<file path="src/rss_pkg.sv">
package rss_pkg;

  // ****************************************
  // register map
  // ****************************************
  localparam int DW = 32;
  localparam int AW = 12;
  localparam int AX_LSB = 5;
  localparam logic [4:0] REG_CTRL = 5'h00;
  localparam logic [4:0] REG_STAT = 5'h04;
  localparam logic [4:0] AXR_CMD = 5'h00;
  localparam logic [4:0] AXR_CFG = 5'h04;
  localparam logic [4:0] AXR_VEL = 5'h08;
  localparam logic [4:0] AXR_MAXV = 5'h0c;
  localparam logic [4:0] AXR_OFS = 5'h10;
  localparam logic [4:0] AXR_RSTP = 5'h14;
  localparam logic [4:0] AXR_RSTS = 5'h18;
  localparam logic [4:0] AXR_ORDER = 5'h1c;

  // ****************************************
  // field positions
  // ****************************************
  localparam int CTRL_RUN = 0;
  localparam int CTRL_SAVE = 1;
  localparam int CTRL_LOAD = 2;
  localparam int STAT_SEQ = 0;
  localparam int STAT_NVM = 1;
  localparam int STAT_ERR = 2;
  localparam int CMD_GO = 0;
  localparam int CMD_TYPE = 1;
  localparam int CMD_BUSY = 0;
  localparam int CMD_FOUND = 1;
  localparam int CMD_ERR = 2;
  localparam int CFG_DIR = 0;
  localparam int CFG_OPP = 1;
  localparam int CFG_FPOL = 2;
  localparam int CFG_RPOL = 3;
  localparam int CFG_HPOL = 4;
  localparam int CFG_FEN = 5;
  localparam int CFG_REN = 6;
  localparam int CFG_HEN = 7;
  localparam int CFG_SMART = 8;
  localparam int CFG_RSTEN = 9;
  localparam int CFG_CONF = 10;
  localparam int CFG_W = 11;
  localparam int ORD_W = 4;
  localparam int NTYPE = 3;
  localparam int ORDS_W = ORD_W * NTYPE;
  localparam int ORD_TYPE = 16;

  // ****************************************
  // reset values and constants
  // ****************************************
  localparam logic [CFG_W-1:0] CFG_RST = 11'h57c;
  localparam logic [DW-1:0] VEL_RST = 32'h0000_1000;
  localparam logic [DW-1:0] MAXV_RST = 32'h0000_1000;
  localparam logic [DW-1:0] OFS_RST = 32'h0000_0000;
  localparam logic [DW-1:0] FAR_DIST = 32'h4000_0000;
  localparam int FINE_DIV = 4;

  typedef enum logic [1:0] {
    ST_CENTER = 2'b00,
    ST_FWD = 2'b01,
    ST_REV = 2'b10
  } rss_find_t;

  typedef enum logic [3:0] {
    AX_IDLE = 4'b0000,
    AX_SEEK = 4'b0001,
    AX_HALT = 4'b0010,
    AX_BACK = 4'b0011,
    AX_REAP = 4'b0100,
    AX_RECORD = 4'b0101,
    AX_CENTER = 4'b0110,
    AX_OFS = 4'b0111,
    AX_OFSW = 4'b1000,
    AX_RELOAD = 4'b1001,
    AX_FINISH = 4'b1010
  } rss_ax_t;

  typedef enum logic [2:0] {
    RS_IDLE = 3'b000,
    RS_SCAN = 3'b001,
    RS_LAUNCH = 3'b010,
    RS_WAIT = 3'b011,
    RS_SAVE = 3'b100,
    RS_LOAD = 3'b101
  } rss_run_t;

endpackage : rss_pkg

</file>
<file path="src/rss_nvm.sv">
`timescale 1ns/10ps
`default_nettype none
module rss_nvm #(
  parameter int W = 12,
  parameter int DEPTH = 3
) (
  // clock
  input wire logic clk_i,
  // write port
  input wire logic we_i,
  input wire logic [$clog2(DEPTH+1)-1:0] waddr_i,
  input wire logic [W-1:0] wdata_i,
  // read port, registered
  input wire logic [$clog2(DEPTH+1)-1:0] raddr_i,
  output logic [W-1:0] rdata_o
);
  // no reset on the array: contents must outlive a controller reset
  logic [W-1:0] mem [DEPTH];

  always_ff @(posedge clk_i) begin
    if (we_i) begin
      mem[waddr_i] <= wdata_i;
    end
    rdata_o <= mem[raddr_i];
  end
endmodule : rss_nvm
`default_nettype wire

</file>
<file path="src/rss_sync.sv">
`timescale 1ns/10ps
`default_nettype none
module rss_sync #(
  parameter int W = 1
) (
  // clock and reset
  input wire logic clk_i,
  input wire logic rstn_i,
  // pins in, synchronised out
  input wire logic [W-1:0] d_i,
  output logic [W-1:0] q_o
);
  logic [W-1:0] meta;

  always_ff @(posedge clk_i or negedge rstn_i) begin
    if (!rstn_i) begin
      meta <= '0;
      q_o <= '0;
    end else begin
      meta <= d_i;
      q_o <= meta;
    end
  end
endmodule : rss_sync
`default_nettype wire

</file>
<file path="src/rss_top.sv">
// How it works
// - forward start: seek forward limit, then reverse to the reverse limit
// - record both limit positions, move to midpoint, then report found
// - reverse start: mirror order, reverse limit first then forward limit
// - search runs at max search velocity; prior velocity restored afterwards
// - fine approach at quarter rev per second, or max search velocity if slower
// - approach opposite: creep off the limit until it goes inactive
// - approach same: creep off the limit, then creep back onto it
// - each limit input has a programmable active level
// - enabled home input seen during a search halts it with a modal error
// - smart enable forces limits on and home off, restored after search
// - signed offset move at max search velocity after midpoint; zero means none
// - after offset, optionally load primary and secondary reset positions
// - each axis and search type holds an order number; zero excludes it
// - reusing an order number on one axis clears the other type silently
// - phases run ascending from one and stop at the first empty phase
// - a phase starts only when every axis finished the previous phase
// - order table is saved to and restored from nonvolatile storage
// - reference moves are flagged so they never blend with other segments
// - search refused with modal error unless axis configured and stopped
//
// The address map and the APB slave port were left to the implementer.
`timescale 1ns/10ps
`default_nettype none
module rss_top
  import rss_pkg::*;
#(
  parameter int NAX = 3,
  parameter logic [DW-1:0] CNT_PER_REV = 32'h0000_07d0
) (
  // clock and reset
  input wire logic clk_i,
  input wire logic rstn_i,
  // apb slave
  input wire logic psel_i,
  input wire logic penable_i,
  input wire logic pwrite_i,
  input wire logic [AW-1:0] paddr_i,
  input wire logic [DW-1:0] pwdata_i,
  output logic [DW-1:0] prdata_o,
  output logic pready_o,
  output logic pslverr_o,
  // trajectory generator, same clock
  input wire logic [NAX*DW-1:0] pos_i,
  input wire logic [NAX-1:0] mv_done_i,
  input wire logic [NAX-1:0] moving_i,
  output logic [NAX-1:0] mv_start_o,
  output logic [NAX-1:0] mv_stop_o,
  output logic [NAX*DW-1:0] mv_tgt_o,
  output logic [NAX*DW-1:0] mv_vel_o,
  output logic [NAX-1:0] no_blend_o,
  // position reload
  output logic [NAX-1:0] pos_load_o,
  output logic [NAX*DW-1:0] pos_pri_o,
  output logic [NAX*DW-1:0] pos_sec_o,
  // sensor pins and effective enables
  input wire logic [NAX-1:0] fwd_lim_i,
  input wire logic [NAX-1:0] rev_lim_i,
  input wire logic [NAX-1:0] home_i,
  output logic [NAX-1:0] fwd_en_o,
  output logic [NAX-1:0] rev_en_o,
  output logic [NAX-1:0] home_en_o,
  // status
  output logic modal_err_o
);
  localparam int CW = $clog2(NAX + 1);
  localparam logic [DW-1:0] FINE_VEL = CNT_PER_REV / FINE_DIV;

  function automatic logic [DW-1:0] far_tgt(input logic [DW-1:0] p, input logic rev);
    far_tgt = rev ? p - FAR_DIST : p + FAR_DIST;
  endfunction : far_tgt

  // ****************************************
  // apb decode
  // ****************************************
  logic [2:0] pin_s [NAX];
  logic [DW-1:0] ax_rd [NAX];
  logic [ORDS_W-1:0] order [NAX];
  logic [NAX-1:0] busy;
  logic [NAX-1:0] err_evt;
  logic [NAX-1:0] seq_go;
  logic [NAX-1:0] hit;
  rss_find_t hit_type [NAX];
  rss_run_t rs_state;
  logic [ORD_W-1:0] phase;
  logic [CW-1:0] cnt;
  logic ld_v;
  logic [CW-1:0] ld_idx;
  logic [ORDS_W-1:0] nvm_q;

  wire [6:0] page = paddr_i[AW-1:AX_LSB];
  wire [4:0] off = paddr_i[AX_LSB-1:0];
  wire [6:0] ax_idx = page - 7'h01;
  wire aligned = paddr_i[1:0] == 2'b00;
  wire glob = page == 7'h00;
  wire ax_ok = !glob && ({25'h0, ax_idx} < NAX) && aligned;
  wire glob_ok = glob && (off == REG_CTRL || off == REG_STAT);
  wire map_ok = glob_ok || ax_ok;
  wire acc = psel_i && penable_i;
  wire first = acc && !pready_o;
  wire wr = acc && pready_o && pwrite_i && map_ok;
  wire wr_ctrl = wr && glob && off == REG_CTRL;
  wire wr_stat = wr && glob && off == REG_STAT;
  wire seq_busy = rs_state != RS_IDLE;
  wire [DW-1:0] stat_rd = {29'h0, modal_err_o, 1'b0, seq_busy};
  wire [DW-1:0] ax_mux = ax_ok ? ax_rd[ax_idx[CW-1:0]] : '0;
  wire [DW-1:0] rd_mux = glob_ok ? (off == REG_STAT ? stat_rd : '0) : ax_mux;

  // one wait state: data and pready come from flops together
  always_ff @(posedge clk_i or negedge rstn_i) begin
    if (!rstn_i) begin
      pready_o <= 1'b0;
      prdata_o <= '0;
      pslverr_o <= 1'b0;
    end else begin
      pready_o <= first;
      pslverr_o <= first && !map_ok;
      if (first) begin
        prdata_o <= rd_mux;
      end
    end
  end

  // set wins over the write-one clear
  always_ff @(posedge clk_i or negedge rstn_i) begin
    if (!rstn_i) begin
      modal_err_o <= 1'b0;
    end else if (|err_evt) begin
      modal_err_o <= 1'b1;
    end else if (wr_stat && pwdata_i[STAT_ERR]) begin
      modal_err_o <= 1'b0;
    end
  end

  // ****************************************
  // pin synchronisers
  // ****************************************
  logic [3*NAX-1:0] pins_q;

  rss_sync #(
    .W(3 * NAX)
  ) u_sync (
    .clk_i(clk_i),
    .rstn_i(rstn_i),
    .d_i({home_i, rev_lim_i, fwd_lim_i}),
    .q_o(pins_q)
  );

  // ****************************************
  // run sequence and order storage
  // ****************************************
  wire nvm_we = rs_state == RS_SAVE;
  wire [CW-1:0] last = CW'(NAX - 1);

  rss_nvm #(
    .W(ORDS_W),
    .DEPTH(NAX)
  ) u_nvm (
    .clk_i(clk_i),
    .we_i(nvm_we),
    .waddr_i(cnt),
    .wdata_i(order[cnt]),
    .raddr_i(cnt),
    .rdata_o(nvm_q)
  );

  always_ff @(posedge clk_i or negedge rstn_i) begin
    if (!rstn_i) begin
      rs_state <= RS_IDLE;
      phase <= '0;
      cnt <= '0;
      seq_go <= '0;
      ld_v <= 1'b0;
      ld_idx <= '0;
    end else begin
      seq_go <= '0;
      ld_v <= rs_state == RS_LOAD;
      ld_idx <= cnt;
      unique case (rs_state)
        RS_IDLE: begin
          cnt <= '0;
          if (wr_ctrl && pwdata_i[CTRL_RUN]) begin
            phase <= ORD_W'(1);
            rs_state <= RS_SCAN;
          end else if (wr_ctrl && pwdata_i[CTRL_SAVE]) begin
            rs_state <= RS_SAVE;
          end else if (wr_ctrl && pwdata_i[CTRL_LOAD]) begin
            rs_state <= RS_LOAD;
          end
        end
        RS_SCAN: begin
          if (phase == '0 || hit == '0) begin
            rs_state <= RS_IDLE;
          end else begin
            seq_go <= hit;
            rs_state <= RS_LAUNCH;
          end
        end
        RS_LAUNCH: rs_state <= RS_WAIT;
        RS_WAIT: begin
          if (busy == '0) begin
            phase <= phase + ORD_W'(1);
            rs_state <= RS_SCAN;
          end
        end
        RS_SAVE, RS_LOAD: begin
          cnt <= cnt + CW'(1);
          if (cnt == last) begin
            rs_state <= RS_IDLE;
          end
        end
        default: rs_state <= RS_IDLE;
      endcase
    end
  end

  // ****************************************
  // per axis sequencer
  // ****************************************
  for (genvar g = 0; g < NAX; g++) begin : g_ax
    logic [CFG_W-1:0] cfg;
    logic [DW-1:0] vel_r;
    logic [DW-1:0] maxv;
    logic [DW-1:0] ofs;
    logic [DW-1:0] rstp;
    logic [DW-1:0] rsts;
    logic [DW-1:0] lim_pos0;
    logic [DW-1:0] tgt;
    logic [DW-1:0] vel_o;
    rss_ax_t state;
    rss_ax_t ret;
    rss_find_t ftype;
    logic dir;
    logic stage;
    logic found;
    logic no_blend;
    logic start;
    logic stop;
    logic load;
    logic err;
    logic [2:0] en_q;

    wire [DW-1:0] pos = pos_i[g*DW +: DW];
    wire sel = ax_ok && ax_idx == 7'(g);
    wire wr_cmd = wr && sel && off == AXR_CMD && pwdata_i[CMD_GO];
    wire start_req = wr_cmd || seq_go[g];
    wire rss_find_t req_type = wr_cmd ? rss_find_t'(pwdata_i[CMD_TYPE +: 2]) : hit_type[g];
    wire start_ok = cfg[CFG_CONF] && !moving_i[g] && req_type != 2'b11;
    wire next_dir = req_type == ST_CENTER ? cfg[CFG_DIR] : (req_type == ST_REV);
    wire smart = cfg[CFG_SMART] && busy[g];
    wire fen = smart ? 1'b1 : cfg[CFG_FEN];
    wire ren = smart ? 1'b1 : cfg[CFG_REN];
    wire hen = smart ? 1'b0 : cfg[CFG_HEN];
    wire fwd_act = fen && pins_q[g] == cfg[CFG_FPOL];
    wire rev_act = ren && pins_q[NAX + g] == cfg[CFG_RPOL];
    wire home_act = hen && pins_q[2*NAX + g] == cfg[CFG_HPOL];
    wire lim_hit = dir ? rev_act : fwd_act;
    wire done = mv_done_i[g];
    wire home_abort = home_act && busy[g] && state != AX_HALT && state != AX_FINISH;
    wire [DW-1:0] fine_v = maxv < FINE_VEL ? maxv : FINE_VEL;
    wire [DW:0] sum = {lim_pos0[DW-1], lim_pos0} + {pos[DW-1], pos};
    wire [DW-1:0] mid = sum[DW:1];
    wire [ORD_W-1:0] new_ord = pwdata_i[ORD_W-1:0];
    wire [1:0] ord_t = pwdata_i[ORD_TYPE +: 2];

    // order hit for the current phase; at most one type matches
    assign hit[g] = order[g][0 +: ORD_W] == phase || order[g][ORD_W +: ORD_W] == phase
      || order[g][2*ORD_W +: ORD_W] == phase;
    assign hit_type[g] = order[g][0 +: ORD_W] == phase ? ST_CENTER
      : (order[g][ORD_W +: ORD_W] == phase ? ST_FWD : ST_REV);
    assign ax_rd[g] = off == AXR_CMD ? {29'h0, err, found, busy[g]}
      : off == AXR_CFG ? {21'h0, cfg}
      : off == AXR_VEL ? vel_r
      : off == AXR_MAXV ? maxv
      : off == AXR_OFS ? ofs
      : off == AXR_RSTP ? rstp
      : off == AXR_RSTS ? rsts
      : {20'h0, order[g]};

    always_ff @(posedge clk_i or negedge rstn_i) begin
      if (!rstn_i) begin
        cfg <= CFG_RST;
        vel_r <= VEL_RST;
        maxv <= MAXV_RST;
        ofs <= OFS_RST;
        rstp <= '0;
        rsts <= '0;
        order[g] <= '0;
      end else if (ld_v && ld_idx == CW'(g)) begin
        order[g] <= nvm_q;
      end else if (wr && sel) begin
        unique case (off)
          AXR_CFG: cfg <= pwdata_i[CFG_W-1:0];
          AXR_VEL: vel_r <= pwdata_i;
          AXR_MAXV: maxv <= pwdata_i;
          AXR_OFS: ofs <= pwdata_i;
          AXR_RSTP: rstp <= pwdata_i;
          AXR_RSTS: rsts <= pwdata_i;
          AXR_ORDER: begin
            for (int t = 0; t < NTYPE; t++) begin
              if (t == int'(ord_t)) begin
                order[g][t*ORD_W +: ORD_W] <= new_ord;
              end else if (new_ord != '0 && order[g][t*ORD_W +: ORD_W] == new_ord) begin
                order[g][t*ORD_W +: ORD_W] <= '0;
              end
            end
          end
          default: ;
        endcase
      end
    end

    always_ff @(posedge clk_i or negedge rstn_i) begin
      if (!rstn_i) begin
        state <= AX_IDLE;
        ret <= AX_IDLE;
        ftype <= ST_CENTER;
        dir <= 1'b0;
        stage <= 1'b0;
        found <= 1'b0;
        err <= 1'b0;
        busy[g] <= 1'b0;
        lim_pos0 <= '0;
        tgt <= '0;
        vel_o <= VEL_RST;
        start <= 1'b0;
        stop <= 1'b0;
        load <= 1'b0;
        err_evt[g] <= 1'b0;
      end else begin
        start <= 1'b0;
        stop <= 1'b0;
        load <= 1'b0;
        err_evt[g] <= 1'b0;
        if (home_abort) begin
          stop <= 1'b1;
          err <= 1'b1;
          err_evt[g] <= 1'b1;
          ret <= AX_FINISH;
          state <= AX_HALT;
        end else begin
          unique case (state)
            AX_IDLE: begin
              vel_o <= vel_r;
              if (start_req && start_ok) begin
                busy[g] <= 1'b1;
                found <= 1'b0;
                err <= 1'b0;
                ftype <= req_type;
                stage <= 1'b0;
                dir <= next_dir;
                tgt <= far_tgt(pos, next_dir);
                vel_o <= maxv;
                start <= 1'b1;
                state <= AX_SEEK;
              end else if (start_req) begin
                err <= 1'b1;
                err_evt[g] <= 1'b1;
              end
            end
            AX_SEEK: begin
              if (lim_hit) begin
                stop <= 1'b1;
                ret <= AX_BACK;
                state <= AX_HALT;
              end else if (done) begin
                state <= AX_FINISH;
              end
            end
            AX_HALT: begin
              if (done) begin
                state <= ret;
                if (ret == AX_BACK || ret == AX_REAP) begin
                  tgt <= far_tgt(pos, ret == AX_BACK ? !dir : dir);
                  vel_o <= fine_v;
                  start <= 1'b1;
                end
              end
            end
            AX_BACK: begin
              if (!lim_hit) begin
                stop <= 1'b1;
                ret <= cfg[CFG_OPP] ? AX_RECORD : AX_REAP;
                state <= AX_HALT;
              end else if (done) begin
                state <= AX_FINISH;
              end
            end
            AX_REAP: begin
              if (lim_hit) begin
                stop <= 1'b1;
                ret <= AX_RECORD;
                state <= AX_HALT;
              end else if (done) begin
                state <= AX_FINISH;
              end
            end
            AX_RECORD: begin
              if (ftype == ST_CENTER && !stage) begin
                lim_pos0 <= pos;
                stage <= 1'b1;
                dir <= !dir;
                tgt <= far_tgt(pos, !dir);
                vel_o <= maxv;
                start <= 1'b1;
                state <= AX_SEEK;
              end else if (ftype == ST_CENTER) begin
                tgt <= mid;
                vel_o <= maxv;
                start <= 1'b1;
                state <= AX_CENTER;
              end else begin
                state <= AX_OFS;
              end
            end
            AX_CENTER: begin
              if (done) begin
                state <= AX_OFS;
              end
            end
            AX_OFS: begin
              if (ofs != '0) begin
                tgt <= pos + ofs;
                vel_o <= maxv;
                start <= 1'b1;
                state <= AX_OFSW;
              end else begin
                state <= AX_RELOAD;
              end
            end
            AX_OFSW: begin
              if (done) begin
                state <= AX_RELOAD;
              end
            end
            AX_RELOAD: begin
              load <= cfg[CFG_RSTEN];
              found <= 1'b1;
              state <= AX_FINISH;
            end
            AX_FINISH: begin
              busy[g] <= 1'b0;
              vel_o <= vel_r;
              state <= AX_IDLE;
            end
            default: state <= AX_IDLE;
          endcase
        end
      end
    end

    // outputs registered so they stay glitch free toward the trajectory side
    always_ff @(posedge clk_i or negedge rstn_i) begin
      if (!rstn_i) begin
        en_q <= '0;
        no_blend <= 1'b0;
      end else begin
        en_q <= {hen, ren, fen};
        no_blend <= busy[g] || start_req;
      end
    end

    assign mv_start_o[g] = start;
    assign mv_stop_o[g] = stop;
    assign mv_tgt_o[g*DW +: DW] = tgt;
    assign mv_vel_o[g*DW +: DW] = vel_o;
    assign no_blend_o[g] = no_blend;
    assign pos_load_o[g] = load;
    assign pos_pri_o[g*DW +: DW] = rstp;
    assign pos_sec_o[g*DW +: DW] = rsts;
    assign fwd_en_o[g] = en_q[0];
    assign rev_en_o[g] = en_q[1];
    assign home_en_o[g] = en_q[2];
  end : g_ax

endmodule : rss_top
`default_nettype wire
</file>
<file path="config.mk">
export PLATFORM = sky130hd
export DESIGN_NAME = rss_top
export DESIGN_NICKNAME = d
export VERILOG_FILES = /design/src/rss_pkg.sv /design/src/rss_nvm.sv /design/src/rss_sync.sv /design/src/rss_top.sv
export SDC_FILE = /design/constraint.sdc
export NUM_CORES = 2
export LEC_CHECK = 0
export BUFFER_PORTS_ARGS = -buffer_cell sky130_fd_sc_hd__buf_2
export CAP_MARGIN = 20
export CORE_MARGIN = 10
export CORE_UTILIZATION = 47
export DETAILED_ROUTE_END_ITERATION = 7
export PLACE_DENSITY = 0.69
export SYNTH_ARGS = -nofsm -noshare
export SYNTH_HDL_FRONTEND = slang
export SYNTH_HIERARCHICAL = 1
export SYNTH_SLANG_ARGS = --single-unit
</file>
<file path="constraint.sdc">
create_clock -name clk_i -period 3.07 [get_ports clk_i]
set_input_delay 0.614 -clock clk_i [delete_from_list [all_inputs] [get_ports clk_i]]
set_output_delay 0.614 -clock clk_i [all_outputs]
set_load 0.01 [all_outputs]
</file>
; Word level (Yosys, flattened, before mapping)
; Memory sizes are Yosys's and may differ from the RTL's. A register that Yosys moved wholly into a read port is not among the register bits.
; Index checks and enable logic that the tools add are counted.
[word_totals]
ff_bits = 974
latchBits = 0
mem_bits_rw = 36
rom_bits = 0
inputBits = 160
output_inout_bits = 440
wordCells = 792
memories = 1
[mem_list]
columns = memory, words, word_bits, read_ports, rd_ports_with_merged_regs, wr, line
row1 = u_nvm.mem, 3, 12, 1, 1, 1, rss_nvm.sv:18  ; logic [W-1:0] mem [DEPTH];
[classes]
n_addsub = 15
n_mul = 0
div_mod_pow = 0
order_cmp = 6
eq_ne = 137
n_shift = 0
muxes = 302
bitwise = 8
reduce_logical = 233
[op_table]
columns = operator, n
row1 = $mux W32, 73
row2 = $pmux W32 S5, 3
row3 = $pmux W32 S4, 3
row4 = $mux W4, 56
row5 = $mux W12, 11
row6 = $reduce_and A3 Y1, 41
row7 = $pmux W4 S9, 3
row8 = $mux W1, 106
row9 = $add A32 B32 Y33, 3
row10 = $add A32 B31 Y32 const B, 3
row11 = $add A32 B32 Y32, 3
row12 = $lt A32 B9 Y1 const B, 3
row13 = $reduce_bool A32 Y1, 3
row14 = $sub A32 B31 Y32 const B, 3
row15 = $logic_and A1 B1 Y1, 73
row16 = $eq A4 B4 Y1, 18
row17 = $ne A3 B3 Y1 const B, 24
row18 = $bmux W32 S2, 1
row19 = $eq A4 B3 Y1 const B, 15
row20 = $ne A2 B2 Y1 const B, 21
row21 = $reduce_bool A2 Y1, 21
row22 = $reduce_bool A3 Y1, 13
row23 = $eq A4 B2 Y1 const B, 9
row24 = $eq A4 B4 Y1 const B, 9
row25 = other kinds (46), 183

; Depth between registers and ports, before layout
[depth]
word_depth = 16
mapped_depth = 15
ltp_nobuf = 12

; Modules after synthesis
; The synthesis kept the hierarchy.
[by_module_without_submodules]
columns = mod, instances, cells_each, area_each_um2, seq_area_each_um2
row1 = rss_top, 1, 5644, 55461.9, 23960.5
row2 = rss_nvm, 1, 90, 1596.5, 1321.3
row3 = rss_sync, 1, 18, 450.4, 450.4

; Worst setup path before layout
; No wires, ideal clock.
[synth_timing]
path_kind = in2reg
startpoint = input paddr_i[5]
endpoint = register g_ax[0].tgt[24]
setup_ns = 0.082
arrival_time_ns = 3.802
required_ns = 2.988
slack_ns = -0.814
stages = 14
n_path_buf = 3
path_cell_list = clkbuf_1 > inv_1 > ha_1 > clkbuf_1 > o21ai_0 > or3_1 > o31a_1 > a211oi_2 > and2_1 > nor2_1 > a2111oi_4 > buf_2 > nor2_1 > a31oi_1
[synth_between]
elab_chain_cells = 15
word_cells_on_any_way = 27
cone_classes = add/sub: 1 / order compare: 1 / eq/ne: 3 / mux: 5 / reduce/logical: 17
[synth_rtl]
columns = item, line
row1 = "start, declared", rss_top.sv:38  ; input wire logic [AW-1:0] paddr_i,
row2 = $sub A7 B1 Y7 or $logic_not A7 Y1 (tied branches), "rss_top.sv:93, rss_top.sv:95"
row3 = $lt A7 B2 Y1 or $logic_not A1 Y1 (tied branches), rss_top.sv:96  ; wire ax_ok = !glob && ({25'h0, ax_idx} < NAX) && aligned;
row4 = $logic_and A1 B1 Y1 (2 in a row), rss_top.sv:96
row5 = $logic_or A1 B1 Y1, rss_top.sv:98  ; wire map_ok = glob_ok || ax_ok;
row6 = $logic_and A1 B1 Y1, rss_top.sv:101  ; wire wr = acc && pready_o && pwrite_i && map_ok;
row7 = $logic_and A1 B1 Y1 * (3 in a row), rss_top.sv:245  ; wire wr_cmd = wr && sel && off == AXR_CMD && pwdata_i[CMD_GO];
row8 = $mux W2, rss_top.sv:247  ; wire rss_find_t req_type = wr_cmd ? rss_find_t'(pwdata_i[CMD_TYPE +: 2]) : hit_type[g];
row9 = "$eq A2 B2 Y1, or another cell as far along", rss_top.sv:249  ; wire next_dir = req_type == ST_CENTER ? cfg[CFG_DIR] : (req_type == ST_REV);
row10 = $mux W1 or $logic_and A1 B1 Y1 (tied branches), "rss_top.sv:249, rss_top.sv:248"
row11 = $mux W32 or $logic_and A1 B1 Y1 (tied branches), "rss_top.sv:70, rss_top.sv:345"
row12 = $mux W32 or $ne A2 B2 Y1 (tied branches), -
row13 = $pmux W32 S4 or $reduce_and A7 Y1 (tied branches), -
row14 = "end signal, assigned", rss_top.sv:352  ; tgt <= far_tgt(pos, next_dir);
row15 = "end signal, assigned", rss_top.sv:374  ; tgt <= far_tgt(pos, ret == AX_BACK ? !dir : dir);
row16 = "end signal, assigned", rss_top.sv:403  ; tgt <= far_tgt(pos, !dir);
row17 = "end, declared", rss_top.sv:228  ; logic [DW-1:0] tgt;
; Every way passes the cells marked *; elsewhere a longest branch is shown, timed or not. The select of a mux whose other input is x is not followed.
; A chain may end at the register's enable or synchronous reset.

; Final worst setup path
[layout_timing]
startpoint = register g_ax[1].ofs[0]
endpoint = register g_ax[1].tgt[24]
[layout_between]
elab_chain_cells = 3
word_cells_on_any_way = 6
cone_classes = add/sub: 1 / eq/ne: 1 / mux: 2 / reduce/logical: 2
[layout_rtl]
columns = item, line
row1 = "start, declared", rss_top.sv:224  ; logic [DW-1:0] ofs;
row2 = "start signal, assigned", rss_top.sv:296  ; AXR_OFS: ofs <= pwdata_i;
row3 = $add A32 B32 Y32 or $reduce_bool A32 Y1 (tied branches), "rss_top.sv:423, rss_top.sv:422"
row4 = $mux W32 or $ne A2 B2 Y1 (tied branches), -
row5 = $pmux W32 S4 or $reduce_and A7 Y1 (tied branches), -
row6 = "end signal, assigned", rss_top.sv:352
row7 = "end signal, assigned", rss_top.sv:374
row8 = "end signal, assigned", rss_top.sv:423  ; tgt <= pos + ofs;
row9 = "end, declared", rss_top.sv:228
; Several ways; a longest one is shown, not always the timed one. The select of a mux whose other input is x is not followed.

==> results_dict.tcl <==
set metrics [dict create \
    required_ps 3710 \
    postSynthCellCount 5752 \
    skew_ps 46.3 \
    fin_crit_ps 3130 \
    synth.distinct_cells 94 \
    cp_common_cell "a21oi_2" \
    place_inst 8472 \
    leakage_nw 36.6 \
    die-area_um2 137000 \
    finalWirelength_um 242000 \
    synth-warning-count 6 \
    path_clk_slew_ps 60 \
    r2r-start "g_ax[1].ofs[0]$_DFFE_PN0P_" \
    drv_slew 0 \
    irDropWorstVdd_v 0.000576 \
    status "finished with violations" \
    cts_buffers 114 \
    htreeDepth 3 \
    core_area_um2 122000 \
    synth_area_per_cell_um2 10.0 \
    p_sw_w 0.0165 \
    place_congestion 1.01 \
    grt_antenna_before_repair 10 \
    area_delta_synth_final_pct 29.0 \
    fin_cells 8746 \
    muxShareOfSynthArea_pct 14.5 \
    share_comb_of_total_power_pct 32.9 \
    cp-end-kind "register" \
    drc 0 \
    io_pins 600 \
    holdCritPathClass "input pin to register" \
    synthFlopType "dfrtp_1" \
    die_height_um 370 \
    via_per_inst 6.12 \
    violations "setup timing" \
    period_share_pct 102 \
    maxCapViolCount 0 \
    io_buffer_count 599 \
    critical-path-max-stage-delay_ps 480 \
    synthSimpleGateAreaFrac_pct 12.3 \
    fin_hold_ws_ps 179 \
    drive_gt1_share_pct 35.9 \
    worstPathArrival_ps 3780 \
    synth_top_family_by_area "compound AO/OA/AOI/OAI gates" \
    crit_family "compound AO/OA/AOI/OAI gates" \
    placed_area_um2 68600 \
    max_freq_ghz 0.319 \
    grt_pass1_wl_um 346000 \
    relSlewSlack_pct 35.4 \
    hold_start "pos_i[92]" \
    setup_ws_ps -61.4 \
    synth-async-reset-ratio_pct 95.3 \
    drtAntennaViolNets 0 \
    netlist_area_um2 57500 \
    synth-compound-area-share_pct 17.5 \
    hold_violations 0 \
    grt_start_max_net_pins 90 \
    start_util_pct 47.2 \
    tns_ps -115 \
    synth_seq_cells 1022 \
    synthAdderAreaFrac_pct 4.41 \
    crit_start "g_ax[1].ofs[0]$_DFFE_PN0P_" \
    cts_root_buf "clkbuf_16" \
    drt_pass1_iterations 7 \
    synthXorXnorAreaFrac_pct 3.49 \
    synth_edf_count 36 \
    rows 128 \
    setup_viol 5 \
    clk_latency_ps 760 \
    grt_setup_unrepaired "true" \
    grt_use_total_pct 33.6 \
    hpwl_um 185000 \
    finalPower_w 0.0467 \
    post_drt_wl_per_cell_um 27.6 \
    start_kind "register" \
    intPower_w 0.0302 \
    power_density_nw_per_um2 630 \
    switching_share_pct 35.3 \
    cts.sinks 1022 \
    num_vias 53500 \
    critPathMaxFanout 4 \
    synthesis.nets 6111 \
    p_seq_share_pct 35.8 \
    cts_tree "built" \
    grt_overflow 0 \
    layout.nets 7378 \
    path_buf_inv 1 \
    criticalPathCategory "register to register" \
    ys_seq_area_share_pct 44.7 \
    power_frac_clock_pct 31.3 \
    grt_pass1_vias 52000 \
    crit_chain "ha_4 > fa_2 > a21oi_2 > o21ai_2 > a21oi_2 > o21ai_2 > a21bo_2 > a31o_4 > buf_4 > or4b_4 > a21oi_2 > a2111oi_1 > a2bb2oi_1" \
    cp_slowest_cell "or4b_4" \
    worst_slew_pin_slew_ps 969 \
    final_area_um2 74200 \
    die_x_um 370 \
    drt_iter0_drc 5889 \
    clock_path_buffers 3 \
]
power groups by stage:
stage,Clock [W],Sequential [W],Combinational (W)
2_1_floorplan,0,0.0167,0.00795
3_3_place_gp,0,0.0169,0.0140
3_5_place_dp,0,0.0169,0.0142
4_1_cts,0.0147,0.0167,0.0144
6_report,0.0146,0.0167,0.0154
5_1_grt,0.0153,0.0168,0.0165
cell usage after synthesis, types with 43 or more instances:
master	instances	area share [%]
nor2_1	387	2.5
o22ai_1	46	0.50
xor2_1	86	1.3
clkbuf_1	277	1.8
a211oi_1	85	1.1
nand2_1	544	3.6
ha_1	193	4.2
o21ai_0	380	3.3
a221oi_1	52	0.79
a21oi_1	478	4.2
dfrtp_1	944	41
mux2_2	602	12
nor3_1	83	0.72
inv_1	83	0.54
nor4_1	56	0.61
a22oi_1	88	1.1
a31oi_1	61	0.66
buf_1	58	0.38
nor2b_1	93	1.0
a21o_1	89	1.2
nand3_1	74	0.64
and3_1	43	0.47
mux2i_1	151	2.6
nand2b_1	49	0.53
xnor2_1	143	2.2
kinds of logic (layout without fill, tap and decap cells):
kind of cell	Yosys count	count (layout)
adders and majority gates	199	199
AOI/OAI and AO/OA	1592	1592
DFF	1022	1022
muxes	756	756
buffers and inverters	448	1811
and+or+nand+nor	1506	1506
xor gates and xnor gates	229	229
other	0	6
through the flow:
stage,worst slack [ps],utilization [%]
2_1_floorplan,-407,-
3_3_place_gp,-745,56.4
3_5_place_dp,-805,56.4
4_1_cts,-18.0,60.1
5_1_grt,-152,61.0
6_report,-61.4,61.0
timing repair:
item,CTS,global route
resized for setup,71,163
pin swaps,31,86
setup endpoints to repair,64,174
gates cloned,0,6
hold endpoints to repair,30,0
buffers inserted,15,28
hold buffers,10,0
sequential cells by signal, summed over array words and instances, names as in the netlist, 32 cells and up:
name           cells
u_nvm/mem         36
g_ax.lim_pos0     96
prdata_o          32
g_ax.rsts         96
order             36
g_ax.ofs          96
g_ax.vel_r        96
g_ax.tgt          96
g_ax.rstp         96
g_ax.maxv         96
g_ax.cfg          33
g_ax.vel_o        96
layout make-up:
type / instances / area, um^2
clock inverters: 55 / 659
repair buffers: 1515 / 10900
multi-input cells: 4282 / 31200
clock buffers: 157 / 3290
inverters: 84 / 315
fillers: 10300 / 47500
diodes: 6 / 15.0
flip-flops and latches: 1022 / 25700
well taps: 1625 / 2030
metal layers:
metal  GRT usage, %  share of wire, %
met4           18.0               6.1
met3           9.15                10
met1           43.6                40
met2           50.9                44
met5              0             0.021
final timing paths:
| check | to | slack [ps] | cells after the start |
|---|---|---|---|
| min reg2reg | u_sync/q_o[1]$_DFF_PN0_ | 350 | 0 |
| min in group asynchronous | g_ax[1].lim_pos0[18]$_DFFE_PN0P_ | 470 | 2 |
| max in group asynchronous | g_ax[0].tgt[5]$_DFFE_PN0P_ | 1590 | 4 |
| max reg2reg | g_ax[1].tgt[24]$_DFFE_PN0P_ | -60 | 13 |
| max | g_ax[1].tgt[24]$_DFFE_PN0P_ | -60 | 13 |
| min | g_ax[2].lim_pos0[28]$_DFFE_PN0P_ | 180 | 2 |
cells in the final DEF (no fill, tap or decap), types with 53 or more instances in the layout:
| cell type | Yosys | final |
|---|---|---|
| a211oi_1 | 85 | 78 |
| a21o_1 | 89 | 89 |
| a21oi_1 | 478 | 456 |
| a22oi_1 | 88 | 85 |
| a31oi_1 | 61 | 58 |
| buf_12 | 0 | 69 |
| buf_2 | 16 | 597 |
| buf_4 | 12 | 820 |
| clkbuf_16 | 0 | 121 |
| dfrtp_1 | 944 | 939 |
| ha_1 | 193 | 181 |
| inv_1 | 83 | 80 |
| mux2_2 | 602 | 601 |
| mux2i_1 | 151 | 151 |
| nand2_1 | 544 | 537 |
| nand3_1 | 74 | 71 |
| nor2_1 | 387 | 377 |
| nor2b_1 | 93 | 89 |
| nor3_1 | 83 | 73 |
| nor4_1 | 56 | 53 |
| o21ai_0 | 380 | 353 |
| xnor2_1 | 143 | 140 |
| xor2_1 | 86 | 84 |
Power figures use the tool's default switching activity.
